[src/rtl/trs_pkg.sv]
// Constants, types and helpers shared by the thermometer register set.
// Assumes a 50 MHz system clock; long counts are overridable from the top.
package trs_pkg;

    // ---------------------------------------------------------------
    // Clock and timing
    // ---------------------------------------------------------------
    localparam int unsigned CLK_KHZ = 50000;
    localparam int unsigned CONV_TIME_12_MS = 750;
    localparam int unsigned NV_WRITE_TIME_MS = 10;
    localparam int unsigned CONV_CYCLES_12_DFLT = CONV_TIME_12_MS * CLK_KHZ;
    localparam int unsigned NV_WRITE_CYCLES_DFLT = NV_WRITE_TIME_MS * CLK_KHZ;
    localparam int CNT_W = 26;

    // ---------------------------------------------------------------
    // Register selection codes
    // ---------------------------------------------------------------
    localparam logic [1:0] SEL_TEMP = 2'h0;
    localparam logic [1:0] SEL_UPPER = 2'h1;
    localparam logic [1:0] SEL_LOWER = 2'h2;
    localparam logic [1:0] SEL_CFG = 2'h3;

    // ---------------------------------------------------------------
    // Reset and factory values
    // ---------------------------------------------------------------
    localparam logic [15:0] TEMP_RESET = 16'hC400;
    localparam logic [15:0] UPPER_FACTORY = 16'h0F00;
    localparam logic [15:0] LOWER_FACTORY = 16'h0A00;
    localparam logic [1:0] CFG_NV_FACTORY = 2'h0;
    localparam logic [5:0] CFG_HI_RESET = 6'h23;
    localparam logic [1:0] RES_RESET = 2'h3;
    localparam logic TOUT_RESET = 1'b1;

    // ---------------------------------------------------------------
    // Configuration bit positions
    // ---------------------------------------------------------------
    localparam int CFG_DONE = 7;
    localparam int CFG_HIGH_FLAG = 6;
    localparam int CFG_LOW_FLAG = 5;
    localparam int CFG_NV_BUSY = 4;
    localparam int CFG_RES_HIGH = 3;
    localparam int CFG_RES_LOW = 2;
    localparam int CFG_POLARITY = 1;
    localparam int CFG_SINGLE = 0;

    typedef enum logic [1:0] {
        ST_IDLE = 2'h1,
        ST_CONV = 2'h2
    } trs_state_e;

    // Keeps the data bits that the given resolution uses; 12 bits at code 3.
    function automatic logic [15:0] trs_res_mask(input logic [1:0] res);
        logic [15:0] m;
        m = 16'hFF80;
        case (res)
            2'h1: m = 16'hFFC0;
            2'h2: m = 16'hFFE0;
            2'h3: m = 16'hFFF0;
            default: m = 16'hFF80;
        endcase
        return m;
    endfunction : trs_res_mask

endpackage : trs_pkg

[src/rtl/trs_top.sv]
// Register set of a digital thermometer: result, trip points, configuration.
// Assumes a command decoder on SYS_CLK drives the register port and the
// conversion commands, and that SENSOR_TEMP comes from an unclocked converter.
`timescale 1ns/100ps
module trs_top #(
    parameter int unsigned CONV_CYCLES_12 = trs_pkg::CONV_CYCLES_12_DFLT,
    parameter int unsigned NV_WRITE_CYCLES = trs_pkg::NV_WRITE_CYCLES_DFLT
) (
    input wire logic SYS_CLK,
    input wire logic RESETN,
    input wire logic [1:0] REG_SEL,
    input wire logic REG_WR,
    input wire logic [15:0] REG_WDATA,
    output logic [15:0] REG_RDATA,
    input wire logic CONV_START,
    input wire logic CONV_STOP,
    input wire logic [15:0] SENSOR_TEMP,
    output logic TOUT
);

    // ---------------------------------------------------------------
    // Reset and sensor synchronisers
    // ---------------------------------------------------------------
    logic rst_meta_ff;
    logic rst_n;
    logic [15:0] sens_meta_ff;
    logic [15:0] sens_sync_ff;

    always_ff @(posedge SYS_CLK or negedge RESETN) begin
        if (!RESETN) begin
            rst_meta_ff <= 1'b0;
            rst_n <= 1'b0;
        end else begin
            rst_meta_ff <= 1'b1;
            rst_n <= rst_meta_ff;
        end
    end

    // The sensor word is assumed stable while a conversion settles; the bits
    // are synchronised one by one, not as a coherent word.
    always_ff @(posedge SYS_CLK or negedge rst_n) begin
        if (!rst_n) begin
            sens_meta_ff <= '0;
            sens_sync_ff <= '0;
        end else begin
            sens_meta_ff <= SENSOR_TEMP;
            sens_sync_ff <= sens_meta_ff;
        end
    end

    // ---------------------------------------------------------------
    // Nonvolatile store
    // ---------------------------------------------------------------
    logic [15:0] upper_raw;
    logic [15:0] lower_raw;
    logic [1:0] cfg_nv;
    logic nv_busy;

    trs_nv_store #(
        .NV_WRITE_CYCLES(NV_WRITE_CYCLES)
    ) u_nv (
        .clk(SYS_CLK),
        .rst_n(rst_n),
        .wr_req(REG_WR),
        .wr_sel(REG_SEL),
        .wr_data(REG_WDATA),
        .upper_ff(upper_raw),
        .lower_ff(lower_raw),
        .cfg_nv_ff(cfg_nv),
        .busy_ff(nv_busy)
    );

    // ---------------------------------------------------------------
    // Volatile state
    // ---------------------------------------------------------------
    trs_pkg::trs_state_e state_ff;
    logic [trs_pkg::CNT_W-1:0] cnt_ff;
    logic [trs_pkg::CNT_W-1:0] conv_limit;
    logic [15:0] temp_ff;
    logic [1:0] res_ff;
    logic done_ff;
    logic high_flag_ff;
    logic low_flag_ff;
    logic tout_active_ff;
    logic [15:0] mask;
    logic [15:0] upper_m;
    logic [15:0] lower_m;
    logic [15:0] sample_m;
    logic capture;
    logic cfg_wr;
    logic high_event;
    logic low_event;
    logic [7:0] cfg_value;

    assign mask = trs_pkg::trs_res_mask(res_ff);
    assign upper_m = upper_raw & mask;
    assign lower_m = lower_raw & mask;
    assign sample_m = sens_sync_ff & mask;
    assign cfg_wr = REG_WR && (REG_SEL == trs_pkg::SEL_CFG);
    // Each bit of resolution below twelve halves the conversion time.
    assign conv_limit = trs_pkg::CNT_W'(CONV_CYCLES_12 >> (~res_ff));
    assign capture = (state_ff == trs_pkg::ST_CONV) && (cnt_ff == conv_limit - 1'b1);
    assign high_event = capture && ($signed(sample_m) > $signed(upper_m));
    assign low_event = capture && ($signed(sample_m) < $signed(lower_m));
    assign cfg_value = {done_ff, high_flag_ff, low_flag_ff, nv_busy, res_ff, cfg_nv};

    // ---------------------------------------------------------------
    // Conversion sequencer
    // ---------------------------------------------------------------
    // A stop command wins over a start issued in the same cycle.
    always_ff @(posedge SYS_CLK or negedge rst_n) begin
        if (!rst_n) begin
            state_ff <= trs_pkg::ST_IDLE;
            cnt_ff <= '0;
        end else if (CONV_STOP) begin
            state_ff <= trs_pkg::ST_IDLE;
        end else begin
            case (state_ff)
                trs_pkg::ST_IDLE: begin
                    if (CONV_START) begin
                        state_ff <= trs_pkg::ST_CONV;
                        cnt_ff <= '0;
                    end
                end
                trs_pkg::ST_CONV: begin
                    if (capture) begin
                        cnt_ff <= '0;
                        if (cfg_nv[trs_pkg::CFG_SINGLE]) begin
                            state_ff <= trs_pkg::ST_IDLE;
                        end
                    end else begin
                        cnt_ff <= cnt_ff + 1'b1;
                    end
                end
                default: state_ff <= trs_pkg::ST_IDLE;
            endcase
        end
    end

    // Only a finished conversion loads the result; register writes never do.
    always_ff @(posedge SYS_CLK or negedge rst_n) begin
        if (!rst_n) begin
            temp_ff <= trs_pkg::TEMP_RESET;
        end else if (capture) begin
            temp_ff <= sample_m;
        end
    end

    always_ff @(posedge SYS_CLK or negedge rst_n) begin
        if (!rst_n) begin
            done_ff <= trs_pkg::CFG_HI_RESET[trs_pkg::CFG_DONE-2];
        end else if (capture) begin
            done_ff <= 1'b1;
        end else if (state_ff == trs_pkg::ST_IDLE && CONV_START && !CONV_STOP) begin
            done_ff <= 1'b0;
        end
    end

    always_ff @(posedge SYS_CLK or negedge rst_n) begin
        if (!rst_n) begin
            res_ff <= trs_pkg::RES_RESET;
        end else if (cfg_wr) begin
            res_ff <= REG_WDATA[trs_pkg::CFG_RES_HIGH:trs_pkg::CFG_RES_LOW];
        end
    end

    // Software may only clear a flag; an excursion in the same cycle wins.
    always_ff @(posedge SYS_CLK or negedge rst_n) begin
        if (!rst_n) begin
            high_flag_ff <= 1'b0;
            low_flag_ff <= 1'b0;
        end else begin
            if (high_event) begin
                high_flag_ff <= 1'b1;
            end else if (cfg_wr && !REG_WDATA[trs_pkg::CFG_HIGH_FLAG]) begin
                high_flag_ff <= 1'b0;
            end
            if (low_event) begin
                low_flag_ff <= 1'b1;
            end else if (cfg_wr && !REG_WDATA[trs_pkg::CFG_LOW_FLAG]) begin
                low_flag_ff <= 1'b0;
            end
        end
    end

    // ---------------------------------------------------------------
    // Thermostat output and read port
    // ---------------------------------------------------------------
    always_ff @(posedge SYS_CLK or negedge rst_n) begin
        if (!rst_n) begin
            tout_active_ff <= 1'b0;
            TOUT <= trs_pkg::TOUT_RESET;
        end else begin
            if (capture && $signed(sample_m) >= $signed(upper_m)) begin
                tout_active_ff <= 1'b1;
            end else if (low_event) begin
                tout_active_ff <= 1'b0;
            end
            TOUT <= tout_active_ff ~^ cfg_nv[trs_pkg::CFG_POLARITY];
        end
    end

    always_ff @(posedge SYS_CLK or negedge rst_n) begin
        if (!rst_n) begin
            REG_RDATA <= '0;
        end else begin
            case (REG_SEL)
                trs_pkg::SEL_TEMP: REG_RDATA <= temp_ff;
                trs_pkg::SEL_UPPER: REG_RDATA <= upper_m;
                trs_pkg::SEL_LOWER: REG_RDATA <= lower_m;
                trs_pkg::SEL_CFG: REG_RDATA <= {8'h00, cfg_value};
                default: REG_RDATA <= '0;
            endcase
        end
    end

    // ---------------------------------------------------------------
    // Checks
    // ---------------------------------------------------------------
    property p_temp_hold;
        @(posedge SYS_CLK) disable iff (!rst_n)
        !capture |=> $stable(temp_ff);
    endproperty
    a_temp_hold: assert property (p_temp_hold) else $error("result changed without conversion");

    property p_temp_write_ignored;
        @(posedge SYS_CLK) disable iff (!rst_n)
        REG_WR && REG_SEL == trs_pkg::SEL_TEMP && !capture |=> temp_ff == $past(temp_ff);
    endproperty
    a_temp_write_ignored: assert property (p_temp_write_ignored) else $error("result was written");

    property p_cfg_reset;
        @(posedge SYS_CLK)
        $rose(rst_n) |-> cfg_value[7:2] == trs_pkg::CFG_HI_RESET && temp_ff == trs_pkg::TEMP_RESET;
    endproperty
    a_cfg_reset: assert property (p_cfg_reset) else $error("wrong state after reset");

    property p_conv_bound;
        @(posedge SYS_CLK) disable iff (!rst_n)
        state_ff == trs_pkg::ST_CONV |-> cnt_ff < conv_limit;
    endproperty
    a_conv_bound: assert property (p_conv_bound) else $error("conversion overran");

    property p_res_mask;
        @(posedge SYS_CLK) disable iff (!rst_n)
        capture && !cfg_wr |=> (temp_ff & ~trs_pkg::trs_res_mask(res_ff)) == 16'h0000;
    endproperty
    a_res_mask: assert property (p_res_mask) else $error("result holds unused bits");

    property p_flag_set;
        @(posedge SYS_CLK) disable iff (!rst_n)
        high_event |=> high_flag_ff ##1 high_flag_ff || $past(cfg_wr);
    endproperty
    a_flag_set: assert property (p_flag_set) else $error("high flag not set");

    property p_flag_sticky;
        @(posedge SYS_CLK) disable iff (!rst_n)
        low_flag_ff && !cfg_wr |=> low_flag_ff;
    endproperty
    a_flag_sticky: assert property (p_flag_sticky) else $error("low flag dropped by itself");

    c_conv_done: cover property (@(posedge SYS_CLK) disable iff (!rst_n) capture);
    c_single_idle: cover property (@(posedge SYS_CLK) disable iff (!rst_n)
        capture && cfg_nv[trs_pkg::CFG_SINGLE] ##1 state_ff == trs_pkg::ST_IDLE);
    c_high_flag: cover property (@(posedge SYS_CLK) disable iff (!rst_n) $rose(high_flag_ff));

endmodule : trs_top

[src/rtl/trs_nv_store.sv]
// Nonvolatile store of the trip points and the two nonvolatile config bits.
// Assumes single-cycle write requests from the register logic on one clock.
`timescale 1ns/100ps
module trs_nv_store #(
    parameter int unsigned NV_WRITE_CYCLES = trs_pkg::NV_WRITE_CYCLES_DFLT
) (
    input wire logic clk,
    input wire logic rst_n,
    input wire logic wr_req,
    input wire logic [1:0] wr_sel,
    input wire logic [15:0] wr_data,
    output logic [15:0] upper_ff,
    output logic [15:0] lower_ff,
    output logic [1:0] cfg_nv_ff,
    output logic busy_ff
);

    logic [1:0] pend_sel_ff;
    logic [15:0] pend_data_ff;
    logic [trs_pkg::CNT_W-1:0] wcnt_ff;
    logic accept;
    logic commit;

    // A request while a write is in progress is dropped, as the cell is busy.
    assign accept = wr_req && !busy_ff && (wr_sel != trs_pkg::SEL_TEMP);
    assign commit = busy_ff && (wcnt_ff == trs_pkg::CNT_W'(NV_WRITE_CYCLES - 1));

    // ---------------------------------------------------------------
    // Write timer
    // ---------------------------------------------------------------
    always_ff @(posedge clk or negedge rst_n) begin
        if (!rst_n) begin
            busy_ff <= 1'b0;
            wcnt_ff <= '0;
            pend_sel_ff <= trs_pkg::SEL_TEMP;
            pend_data_ff <= '0;
        end else if (accept) begin
            busy_ff <= 1'b1;
            wcnt_ff <= '0;
            pend_sel_ff <= wr_sel;
            pend_data_ff <= wr_data;
        end else if (commit) begin
            busy_ff <= 1'b0;
        end else if (busy_ff) begin
            wcnt_ff <= wcnt_ff + 1'b1;
        end
    end

    // ---------------------------------------------------------------
    // Stored values
    // ---------------------------------------------------------------
    // The reset stands for a power cycle, so the cells come back at factory state.
    always_ff @(posedge clk or negedge rst_n) begin
        if (!rst_n) begin
            upper_ff <= trs_pkg::UPPER_FACTORY;
            lower_ff <= trs_pkg::LOWER_FACTORY;
            cfg_nv_ff <= trs_pkg::CFG_NV_FACTORY;
        end else if (commit) begin
            case (pend_sel_ff)
                trs_pkg::SEL_UPPER: upper_ff <= pend_data_ff;
                trs_pkg::SEL_LOWER: lower_ff <= pend_data_ff;
                trs_pkg::SEL_CFG: cfg_nv_ff <= pend_data_ff[1:0];
                default: upper_ff <= upper_ff;
            endcase
        end
    end

    // ---------------------------------------------------------------
    // Checks
    // ---------------------------------------------------------------
    property p_upper_commit;
        @(posedge clk) disable iff (!rst_n)
        !$stable(upper_ff) |-> $past(commit) && $past(pend_sel_ff) == trs_pkg::SEL_UPPER;
    endproperty
    a_upper_commit: assert property (p_upper_commit) else $error("upper trip point changed without commit");

    property p_lower_commit;
        @(posedge clk) disable iff (!rst_n)
        !$stable(lower_ff) |-> $past(commit) && $past(pend_sel_ff) == trs_pkg::SEL_LOWER;
    endproperty
    a_lower_commit: assert property (p_lower_commit) else $error("lower trip point changed without commit");

    property p_cfg_nv_commit;
        @(posedge clk) disable iff (!rst_n)
        !$stable(cfg_nv_ff) |-> $past(commit) && $past(pend_sel_ff) == trs_pkg::SEL_CFG;
    endproperty
    a_cfg_nv_commit: assert property (p_cfg_nv_commit) else $error("nv config bits changed without commit");

    property p_write_busy;
        @(posedge clk) disable iff (!rst_n)
        accept |=> busy_ff[*2];
    endproperty
    a_write_busy: assert property (p_write_busy) else $error("nv write did not hold busy");

    property p_write_bound;
        @(posedge clk) disable iff (!rst_n)
        busy_ff |-> wcnt_ff < trs_pkg::CNT_W'(NV_WRITE_CYCLES);
    endproperty
    a_write_bound: assert property (p_write_bound) else $error("nv write ran past its time");

    c_nv_commit: cover property (@(posedge clk) disable iff (!rst_n) commit);

endmodule : trs_nv_store

[config.mk]
export PLATFORM = sky130hd
export DESIGN_NAME = trs_top
export DESIGN_NICKNAME = d
export VERILOG_FILES = /design/src/rtl/trs_pkg.sv /design/src/rtl/trs_top.sv /design/src/rtl/trs_nv_store.sv
export SDC_FILE = /design/constraint.sdc
export NUM_CORES = 1
export LEC_CHECK = 0
export ABC_AREA = 1
export BUFFER_PORTS_ARGS = -buffer_cell sky130_fd_sc_hd__clkbuf_2
export CORE_ASPECT_RATIO = 2
export CORE_MARGIN = 2
export CORE_UTILIZATION = 35
export DETAILED_ROUTE_END_ITERATION = 10
export PLACE_DENSITY = 0.6
export SYNTH_ARGS = -nofsm -noshare
export SYNTH_HDL_FRONTEND = slang
export SYNTH_SLANG_ARGS = --single-unit
[constraint.sdc]
create_clock -name SYS_CLK -period 6.9 [get_ports SYS_CLK]
set_input_delay 0.345 -clock SYS_CLK [delete_from_list [all_inputs] [get_ports SYS_CLK]]
set_output_delay 0.345 -clock SYS_CLK [all_outputs]
set_load 0.1 [all_outputs]
==> results of run 1 <==
-- layout make-up --
cell class / count / area (µm²) / area share, %
sequential: 158 / 3975 / 39.31
tap: 336 / 420.4 / 4.157
clock buffer: 19 / 442.9 / 4.380
clock inverter: 13 / 155.1 / 1.534
inverter: 130 / 493.0 / 4.875
multi-input combinational: 835 / 4220 / 41.73
timing repair buffer: 67 / 405.4 / 4.009
-- per-layer routing --
metal / wire [µm] / up-vias / global-route usage, %
met3: 602 / 93 / 3.558
li1: - / 3817 / -
met4: 2190 / 0 / 15.96
met5: 0 / - / 0
met1: 8704 / 3639 / 18.92
met2: 14660 / 175 / 38.39
-- worst min-delay path by stage --
| stage | cells after the start | from | to |
|---|---|---|---|
| 6_report | 1 | SENSOR_TEMP[15] | sens_meta_ff[15]$_DFF_PN0_ |
| 3_5_place_dp | 1 | RESETN | rst_meta_ff$_DFF_PN0_ |
| 2_1_floorplan | 0 | RESETN | rst_meta_ff$_DFF_PN0_ |
| 4_1_cts | 1 | SENSOR_TEMP[15] | sens_meta_ff[15]$_DFF_PN0_ |
| 3_3_place_gp | 1 | RESETN | rst_meta_ff$_DFF_PN0_ |
| 5_1_grt | 1 | SENSOR_TEMP[15] | sens_meta_ff[15]$_DFF_PN0_ |
-- where the power goes --
group	switching, mW	internal, mW
Clock	0.415	0.553
Combinational	0.302	0.131
Sequential	0.0952	1.02
Total	0.813	1.70
-- sequential cells by signal (all words and copies together) (netlist names), 2 cells and up --
signal	cells
REG_RDATA	16
cnt_ff	26
res_ff	2
sens_meta_ff	12
sens_sync_ff	12
state_ff	2
temp_ff	12
u_nv.cfg_nv_ff	2
u_nv.lower_ff	12
u_nv.pend_data_ff	14
u_nv.pend_sel_ff	2
u_nv.upper_ff	12
u_nv.wcnt_ff	26
-- synth_stat cells (5+ instances only) --
library cell / n / area (µm²)
o21ai_2: 7 / 61.31
nand3b_1: 7 / 52.55
nand2_1: 388 / 1456
nand4_1: 28 / 175.2
o21ai_1: 14 / 70.07
dfrtp_1: 144 / 3603
o22ai_1: 8 / 50.05
nand3_2: 5 / 50.05
xor2_1: 22 / 192.7
inv_1: 113 / 424.2
nand3_1: 83 / 415.4
dfstp_2: 14 / 367.9
xnor2_1: 8 / 70.07
clkbuf_1: 9 / 33.78
o21ai_0: 30 / 150.1
inv_2: 15 / 56.30
buf_6: 7 / 78.83
ha_1: 35 / 437.9
nand2_2: 10 / 62.56
nor3_1: 23 / 115.1
buf_2: 19 / 95.09
nor2_1: 98 / 367.9
a21oi_1: 27 / 135.1
o211ai_1: 8 / 60.06
-- critical path, delay by kind of cell (launching register included) --
family	cells	cell delay [ns]
compound gates	1	0.48
buf+inv	4	0.81
flops	1	0.54
fa+ha+maj	1	0.29
simple gates	4	0.97
-- what timing repair did --
item	in CTS	in global routing
hold buffers	12	0
setup buffers	0	0
endpoints found under the hold margin	13	0
-- kinds of logic after synthesis --
kind of cell	share of synthesized area [%]
xor gates and xnor gates	2.945
adders and majority gates	4.908
DFF	44.51
other	0.04203
and+or+nand+nor	32.53
buffers and inverters	8.189
AOI/OAI and AO/OA	6.872
-- layout by cell type, fill, tap and decap left out, types with 3 or more instances in the layout --
| cell type | Yosys | final |
|---|---|---|
| inv_8 | 0 | 3 |
| ha_1 | 35 | 35 |
| clkbuf_16 | 0 | 17 |
| buf_4 | 2 | 4 |
| nor2_1 | 98 | 98 |
| xor2_1 | 22 | 22 |
| inv_1 | 113 | 113 |
| inv_6 | 0 | 3 |
| nand3b_1 | 7 | 7 |
| dfstp_2 | 14 | 14 |
| nor2_2 | 4 | 4 |
| dfrtp_1 | 144 | 143 |
| dlygate4sd3_1 | 0 | 12 |
| nand3_2 | 5 | 5 |
| o21ai_0 | 30 | 30 |
| nand3_1 | 83 | 83 |
| a21oi_1 | 27 | 27 |
| nor4_1 | 4 | 4 |
| clkbuf_2 | 0 | 51 |
| inv_2 | 15 | 15 |
| xnor2_1 | 8 | 8 |
| o21ai_2 | 7 | 7 |
| o22ai_1 | 8 | 8 |
| nand2_2 | 10 | 10 |
| o211ai_1 | 8 | 8 |
| nor3_1 | 23 | 23 |
| nand4_1 | 28 | 28 |
| or2_2 | 4 | 4 |
| o21ai_1 | 14 | 14 |
| nand2_1 | 388 | 388 |
| a22oi_1 | 3 | 3 |
==> results.py, run 1 <==
metrics = {
    "global_route": {
        "grt_pass1_wl_mm": 41.41,
        "grt_max_degree": 74,
        "grt_pass1_vias": 8007,
        "track_usage_pct": 20.64,
        "grt_overflow": 0,
        "antenna_found_initial": 0,
    },
    "min_path": {
        "hold_path_class": "input pin to flip-flop",
    },
    "drt": {
        "drt_wl_total_mm": 26.16,
        "drtAntennaViolNets": 0,
        "wl_per_cell_um": 16.79,
        "remaining_drc_errors": 0,
        "dr_total_vias": 7724,
        "dr.pass1.iters": 5,
        "drt_iter0_markers": 339,
        "viasPerCell": 4.958,
    },
    "clock_network": {
        "cts_tree": "done",
        "ctsResizeCount": 0,
        "path_clk_slew_ns": 0.06,
        "cts.sink_count": 158,
        "cts_root_buf": "clkbuf_16",
        "max-clock-path-buffers": 2,
        "clock_latency_ns": 0.44,
        "numCtsBuffers": 17,
        "htreeDepth": 4,
    },
    "critical_path": {
        "cp-start-kind": "flip-flop",
        "critPathCapture": "cnt_ff[12]$_DFFE_PN0P_",
        "worstPathMaxFanout": 17,
        "cp_cell_sequence": "inv_1, ha_1, nor2_1, buf_4, inv_2, nor2_1, inv_1, a211oi_1, nand2_1, nand2_1",
        "cp.required_ns": 7.27,
        "end_kind": "flip-flop",
        "startpoint": "state_ff[0]$_DFFE_PN1P_",
        "criticalPathCategory": "flip-flop to flip-flop",
        "arrival_ns": 3.56,
        "crit_slowest_cell": "nor2_1",
        "r2r.worst_path.cells": 10,
        "rrSetupSlack_ns": 3.71,
        "r2r-start": "state_ff[0]$_DFFE_PN1P_",
        "r2r_end": "cnt_ff[12]$_DFFE_PN0P_",
        "cp_slowest_stage_delay_ns": 0.69,
    },
    "job": {
        "drv_cap": 0,
    },
    "timing": {
        "setup_viol": 0,
        "drv_slew": 0,
        "rsz0062_at_grt": "false",
        "whs_ns": 0.05673,
        "fin_skew_ns": 0.009147,
        "post-route-period-util_pct": 46.17,
        "relSlewSlack_pct": 22.05,
        "worst_pin_slew_ns": 1.165,
        "tns_ns": 0,
        "fin_ws_ns": 3.714,
        "min_period_ns": 3.186,
        "fmax_mhz": 313.9,
        "hold_viol_final": 0,
    },
    "pwr": {
        "ir_drop_mv": 0.1637,
        "p_leak_nw": 4.811,
        "power_density_nw_per_um2": 248.4,
        "power_mw": 2.512,
    },
    "floorplan": {
        "row_count": 82,
        "num_io_pins": 56,
        "die_h_um": 229.8,
        "die_area_um2": 26860,
        "core_area_um2": 25030,
        "initial_utilization_pct": 35.64,
        "die_w_um": 116.9,
    },
    "final_layout": {
        "utilization_pct": 40.39,
        "syn2layout_area_growth_pct": 13.34,
        "nNetsFinal": 1283,
        "fill_cells": 2706,
        "fin_area_um2": 10110,
        "drive_above_1_share_pct": 12.77,
        "diodes": 0,
        "fin_cells": 1558,
    },
    "place": {
        "port_buffers": 51,
        "place_hpwl_mm": 20.20,
        "placed_cells": 1514,
        "place.gp.congestion": 0.9636,
        "pre_cts_slack_ns": 3.815,
        "place_area_um2": 9394,
    },
    "logic_synthesis": {
        "avgSynthCellArea_um2": 7.685,
        "yosysWarnings": 0,
        "async_reset_ff_share_pct": 100.0,
        "ys_types": 44,
        "ys_ff_latch": 158,
        "syn-num-nets": 1235,
        "ys.flop_type": "dfrtp_1",
        "synth_area_um2": 8922,
        "synth_edf_count": 0,
        "synthCells": 1161,
        "seq_area_frac_synth_pct": 44.51,
    },
    "outcome": {
        "status": "finished, final reports clean",
    },
}
(Power assumes the default switching activity.)
==> run 2: changes to the inputs <==
- ABC_AREA: 1 -> 0
- PLACE_DENSITY: 0.6 -> 0.62
- clock period: 6.9 -> 2.8 ns (I/O delays scaled with it)
==> results.py, run 2 <==
metrics = {
    "job": {
        "drv_cap": 0,
    },
    "critical_path": {
        "worstPathMaxFanout": 4,
        "criticalPathCategory": "flip-flop to flip-flop",
        "end_kind": "flip-flop",
        "cp.required_ns": 3.13,
        "rrSetupSlack_ns": 0.1,
        "cp-start-kind": "flip-flop",
        "arrival_ns": 3.03,
    },
    "logic_synthesis": {
        "synth_most_common_cell": "dfrtp_1",
        "yosysTopAreaCell": "dfrtp_1",
        "ys.flop_type": "dfrtp_1",
        "ys_ff_latch": 158,
        "ys_types": 59,
        "async_reset_ff_share_pct": 100.0,
        "synth_common_cells": "dfrtp_1, nand2_1, o21ai_0",
        "avgSynthCellArea_um2": 10.09,
        "yosysWarnings": 0,
        "yosysTopAreaCellShare_pct": 46.42,
        "synthCells": 769,
        "synth_area_um2": 7762,
        "seq_area_frac_synth_pct": 51.16,
        "synth_edf_count": 0,
        "synthTopCellsByArea": "dfrtp_1, nand2_1, ha_1, o21ai_0, dfstp_2",
        "syn-num-nets": 843,
    },
    "global_route": {
        "grt_pass1_wl_mm": 32.17,
        "antenna_found_initial": 0,
        "track_usage_pct": 18.02,
        "grt_overflow": 0,
        "grt_max_degree": 47,
        "grt_pass1_vias": 6311,
    },
    "clock_network": {
        "cts.sink_count": 158,
        "numCtsBuffers": 17,
        "clock_latency_ns": 0.45,
        "cts_tree": "done",
        "max-clock-path-buffers": 2,
        "path_clk_slew_ns": 0.07,
        "cts_root_buf": "clkbuf_16",
        "htreeDepth": 4,
        "cts_setup_buffers": 0,
    },
    "outcome": {
        "status": "finished, final reports clean",
    },
    "place": {
        "place_hpwl_mm": 14.34,
        "place.gp.congestion": 0.9010,
        "port_buffers": 51,
        "pre_cts_slack_ns": 0.06379,
    },
    "timing": {
        "fin_ws_ns": 0.09961,
        "rsz0062_at_grt": "true",
        "fmax_mhz": 370.3,
        "whs_ns": 0.04919,
        "hold_viol_final": 0,
        "post-route-period-util_pct": 96.44,
        "min_period_ns": 2.700,
        "fin_skew_ns": 0.008495,
        "relSlewSlack_pct": 48.36,
        "drv_slew": 0,
        "setup_viol": 0,
        "worst_pin_slew_ns": 0.7730,
    },
    "final_layout": {
        "final_common_cell": "dfrtp_1",
        "layout_common_cells": "dfrtp_1, nand2_1, o21ai_0, clkbuf_2, inv_1",
        "regArea_um2": 3975,
        "nNetsFinal": 942,
        "drive_above_1_share_pct": 19.75,
        "top_regs": "cnt_ff x26, u_nv.wcnt_ff x26, REG_RDATA x16",
        "fill_cells": 2132,
        "diodes": 0,
        "syn2layout_area_growth_pct": 22.74,
        "multiInputGateArea_um2": 3582,
    },
    "min_path": {
        "hold_path_class": "input pin to flip-flop",
    },
    "floorplan": {
        "row_count": 77,
        "die_w_um": 109.3,
        "num_io_pins": 56,
        "initial_utilization_pct": 35.34,
        "core_area_um2": 21970,
        "die_area_um2": 23460,
        "die_h_um": 214.6,
    },
    "pwr": {
        "ir_drop_mv": 0.3668,
        "p_leak_nw": 4.474,
        "power_density_nw_per_um2": 569.8,
    },
    "drt": {
        "wl_per_cell_um": 16.98,
        "dr.pass1.iters": 7,
        "drt_iter0_markers": 293,
        "viasPerCell": 5.240,
        "remaining_drc_errors": 0,
        "dr_total_vias": 6063,
        "drtAntennaViolNets": 0,
        "drt_wl_total_mm": 19.65,
    },
}
==> run 2: worst paths after layout <==
check | startpoint | to | depth (start not counted)
setup / recovery | res_ff[1]$_DFFE_PN1P_ | tout_active_ff$_DFFE_PN0P_ | 9
hold / removal | REG_SEL[0] | u_nv.pend_sel_ff[0]$_DFFE_PN0P_ | 3
setup reg to reg | res_ff[1]$_DFFE_PN1P_ | tout_active_ff$_DFFE_PN0P_ | 9
hold reg to reg | sens_meta_ff[11]$_DFF_PN0_ | sens_sync_ff[11]$_DFF_PN0_ | 0
max in group asynchronous | rst_n$_DFF_PN0_ | u_nv.pend_data_ff[1]$_DFFE_PN0P_ | 1
min in group asynchronous | rst_n$_DFF_PN0_ | u_nv.pend_data_ff[15]$_DFFE_PN0P_ | 0
==> run 2: layer usage <==
metal  GRT usage, %  vias up  wire (µm)
li1               -     2916          -
met3          3.161       50        484
met5              0        -          0
met2          33.48      118      11240
met4          9.536        0        845
met1          18.50     2979       7078
==> run 2: worst max-delay path, cell delays in order (launching register included) <==
cell and delay [ns]:
dfstp_2 0.56, inv_4 0.06, ha_4 0.16, or3_4 0.33
a222oi_1 0.35, nand3_1 0.21, or3_4 0.46, clkbuf_16 0.18
a21o_1 0.16, o2bb2ai_1 0.11
==> run 2: what timing repair did <==
action / CTS / global route
hold buffers: 31 / 0
gates resized for setup: 0 / 14
endpoints found under the hold margin: 33 / 0
endpoints found under the setup margin: 0 / 30
==> run 2: logic make-up after synthesis <==
family	after synthesis	synth area share [%]
multiplexers	46	6.963
buffers and inverters	69	3.723
adder cells (fa/ha/maj)	35	5.642
AO/OA/AOI/OAI	156	12.54
XOR/XNOR	14	1.580
AND/OR/NAND/NOR	290	18.34
other	1	0.04831
flip-flops	158	51.16
==> run 2: through the flow <==
step | std cells | util, % | cell area (µm²) | setup TNS (ns) | total power [mW]
2_1_floorplan | 769 | - | 7772 | 0 | 2.829
3_3_place_gp | 1092 | 38.64 | 8488 | 0 | 3.000
3_5_place_dp | 1092 | 38.64 | 8488 | 0 | 3.015
4_1_cts | 1155 | 42.81 | 9403 | 0 | 5.461
5_1_grt | 1157 | 43.38 | 9528 | -0.2817 | 5.647
6_report | 1157 | 43.38 | 9528 | 0 | 5.429
==> run 2: area by class of cell <==
cell class | count | area share [%]
clock inverter | 15 | 1.878
inverter | 36 | 1.445
tap | 276 | 3.624
timing repair buffer | 113 | 9.271
sequential | 158 | 41.72
clock buffer | 17 | 4.465
multi-input combinational | 542 | 37.60
==> run 2: where the power goes <==
group          switching [mW]  internal (mW)  leakage [nW]
sequential             0.0508           2.35          1.95
clock                    1.05           1.35         0.291
combinational           0.404          0.236          2.23
total                    1.50           3.93          4.47
==> run 3: changes to the inputs <==
- PLACE_DENSITY: 0.62 -> 0.59
==> results.py, run 3 (synthesized netlist as in run 2, its figures left out) <==
metrics = {
    "outcome": {
        "status": "finished, final reports clean",
    },
    "floorplan": {
        "initial_utilization_pct": 35.34,
        "core_area_um2": 21970,
        "row_count": 77,
        "die_w_um": 109.3,
        "num_io_pins": 56,
        "die_area_um2": 23460,
        "die_h_um": 214.6,
    },
    "global_route": {
        "grt_max_degree": 65,
        "grt_overflow": 0,
        "track_usage_pct": 17.95,
        "antenna_found_initial": 0,
        "grt_pass1_wl_mm": 31.65,
        "grt_pass1_vias": 6158,
    },
    "drt": {
        "wl_met1_mm": 7.069,
        "wl_per_cell_um": 17.05,
        "dr_wl_met2_mm": 11.37,
        "drt_iter0_markers": 256,
        "wl_met3_um": 502,
        "dr_total_vias": 5958,
        "remaining_drc_errors": 0,
        "drtAntennaViolNets": 0,
        "drt_wl_total_mm": 19.80,
        "highest_layer": "met4",
        "viasPerCell": 5.132,
        "dr.pass1.iters": 4,
    },
    "min_path": {
        "hold_depth": 4,
        "min_from": "CONV_START",
        "holdPathEnd": "done_ff$_DFFE_PN1P_",
        "hold_path_class": "input pin to flip-flop",
    },
    "final_layout": {
        "syn2layout_area_growth_pct": 22.73,
        "layout_common_cells": "dfrtp_1, nand2_1, o21ai_0, clkbuf_2, inv_1",
        "fin_area_um2": 9527,
        "final_common_cell": "dfrtp_1",
        "drive_above_1_share_pct": 20.34,
        "diodes": 0,
        "utilization_pct": 43.37,
        "top_regs": "cnt_ff x26, u_nv.wcnt_ff x26, REG_RDATA x16",
        "nNetsFinal": 946,
    },
    "timing": {
        "fin_skew_ns": 0.01371,
        "worst_pin_slew_ns": 0.8610,
        "drv_slew": 0,
        "fin_ws_ns": 0.05597,
        "min_period_ns": 2.744,
        "post-route-period-util_pct": 98.00,
        "fmax_mhz": 364.4,
        "hold_viol_final": 0,
        "relSlewSlack_pct": 42.48,
        "setup_viol": 0,
    },
    "critical_path": {
        "cp_slowest_stage_delay_ns": 0.47,
        "cp_num_buf_inv": 2,
        "arrival_ns": 3.08,
        "worstPathMaxFanout": 11,
        "r2r.worst_path.cells": 8,
        "criticalPathCategory": "flip-flop to flip-flop",
        "cp.required_ns": 3.13,
        "rrSetupSlack_ns": 0.06,
        "r2r-start": "res_ff[1]$_DFFE_PN1P_",
        "cp_cell_sequence": "buf_4, ha_2, or3_1, a222oi_1, nand3_1, or3_4, buf_12, mux2_4",
        "crit_family": "simple AND/OR/NAND/NOR gates",
        "r2r_end": "temp_ff[13]$_DFFE_PN0P_",
        "end_kind": "flip-flop",
        "cp-start-kind": "flip-flop",
        "crit_slowest_cell": "or3_4",
    },
    "place": {
        "place_area_um2": 8491,
        "pre_cts_slack_ns": 0.08452,
        "port_buffers": 51,
        "place.gp.congestion": 0.8368,
        "place_hpwl_mm": 14.56,
    },
    "clock_network": {
        "cts_tree": "done",
        "numCtsBuffers": 17,
        "cts.sink_count": 158,
        "clock_latency_ns": 0.45,
        "max-clock-path-buffers": 2,
        "htreeDepth": 4,
        "cts_root_buf": "clkbuf_16",
        "path_clk_slew_ns": 0.07,
    },
    "pwr": {
        "p_leak_nw": 4.486,
        "ir_drop_mv": 0.3002,
        "power_density_nw_per_um2": 563.5,
    },
    "job": {
        "drv_cap": 0,
    },
}
-- run 3: cell types whose count changed in the layout (fill, tap and decap cells not counted), moves of 2 or more --
cell and delta:
ha_4 -2, ha_2 +2, inv_8 +3, clkinv_4 -2, buf_4 +4
-- run 3: layer usage --
layer,global-route usage (%),vias to the layer above
met2,33.27,101
met5,0,-
li1,-,2927
met3,3.769,42
met4,9.831,0
met1,17.94,2888
-- run 3: through the flow --
step / hold slack, ns / instances / power, mW / TNS [ns]
final: 0.07760 / 1161 / 5.368 / 0
after CTS: 0.05807 / 1157 / 5.408 / 0
after global placement: -0.06917 / 1094 / 3.003 / 0
after detailed placement: -0.06958 / 1094 / 3.009 / 0
after global routing: 0.09230 / 1161 / 5.599 / -0.005847
after floorplan: -0.1556 / 769 / 2.829 / 0
-- run 3: where the power goes --
part	switching, mW	leakage (nW)	total, mW	internal (mW)
Combinational	0.403	2.24	0.640	0.237
Clock	1.06	0.291	2.34	1.27
Sequential	0.0457	1.95	2.39	2.35
-- run 3: worst max-delay path by stage --
stage | start | end | slack, ns | depth (start not counted)
floorplan | res_ff[1]$_DFFE_PN1P_ | temp_ff[11]$_DFFE_PN0P_ | 0.01 | 10
global placement | res_ff[1]$_DFFE_PN1P_ | state_ff[0]$_DFFE_PN1P_ | 0.09 | 9
detailed placement | res_ff[0]$_DFFE_PN1P_ | temp_ff[13]$_DFFE_PN0P_ | 0.08 | 8
CTS | res_ff[0]$_DFFE_PN1P_ | temp_ff[13]$_DFFE_PN0P_ | 0.05 | 8
global route | res_ff[0]$_DFFE_PN1P_ | tout_active_ff$_DFFE_PN0P_ | -0.005 | 11
finish | res_ff[1]$_DFFE_PN1P_ | temp_ff[13]$_DFFE_PN0P_ | 0.06 | 8
-- run 3: what timing repair did --
action                                  4_1_cts  5_1_grt
endpoints found under the hold margin        33        0
hold buffers                                 31        0
resized for setup                             0       15
buffers inserted                              0        2
endpoints found under the setup margin        0       26
-- run 3: layout make-up --
type                            instances  area, µm²
Clock buffer                           17      425.4
Clock inverter                         15      166.4
Fill cell                            2177      12440
Inverter                               36      137.6
Multi-Input combinational cell        542       3572
Sequential cell                       158       3975
Tap cell                              276      345.3
Timing Repair Buffer                  117      904.6
-- run 3: worst min-delay path, cell delays in order --
cell,delay [ns]
clkbuf_2,0.11
inv_1,0.10
o31ai_1,0.07
nand2_1,0.07
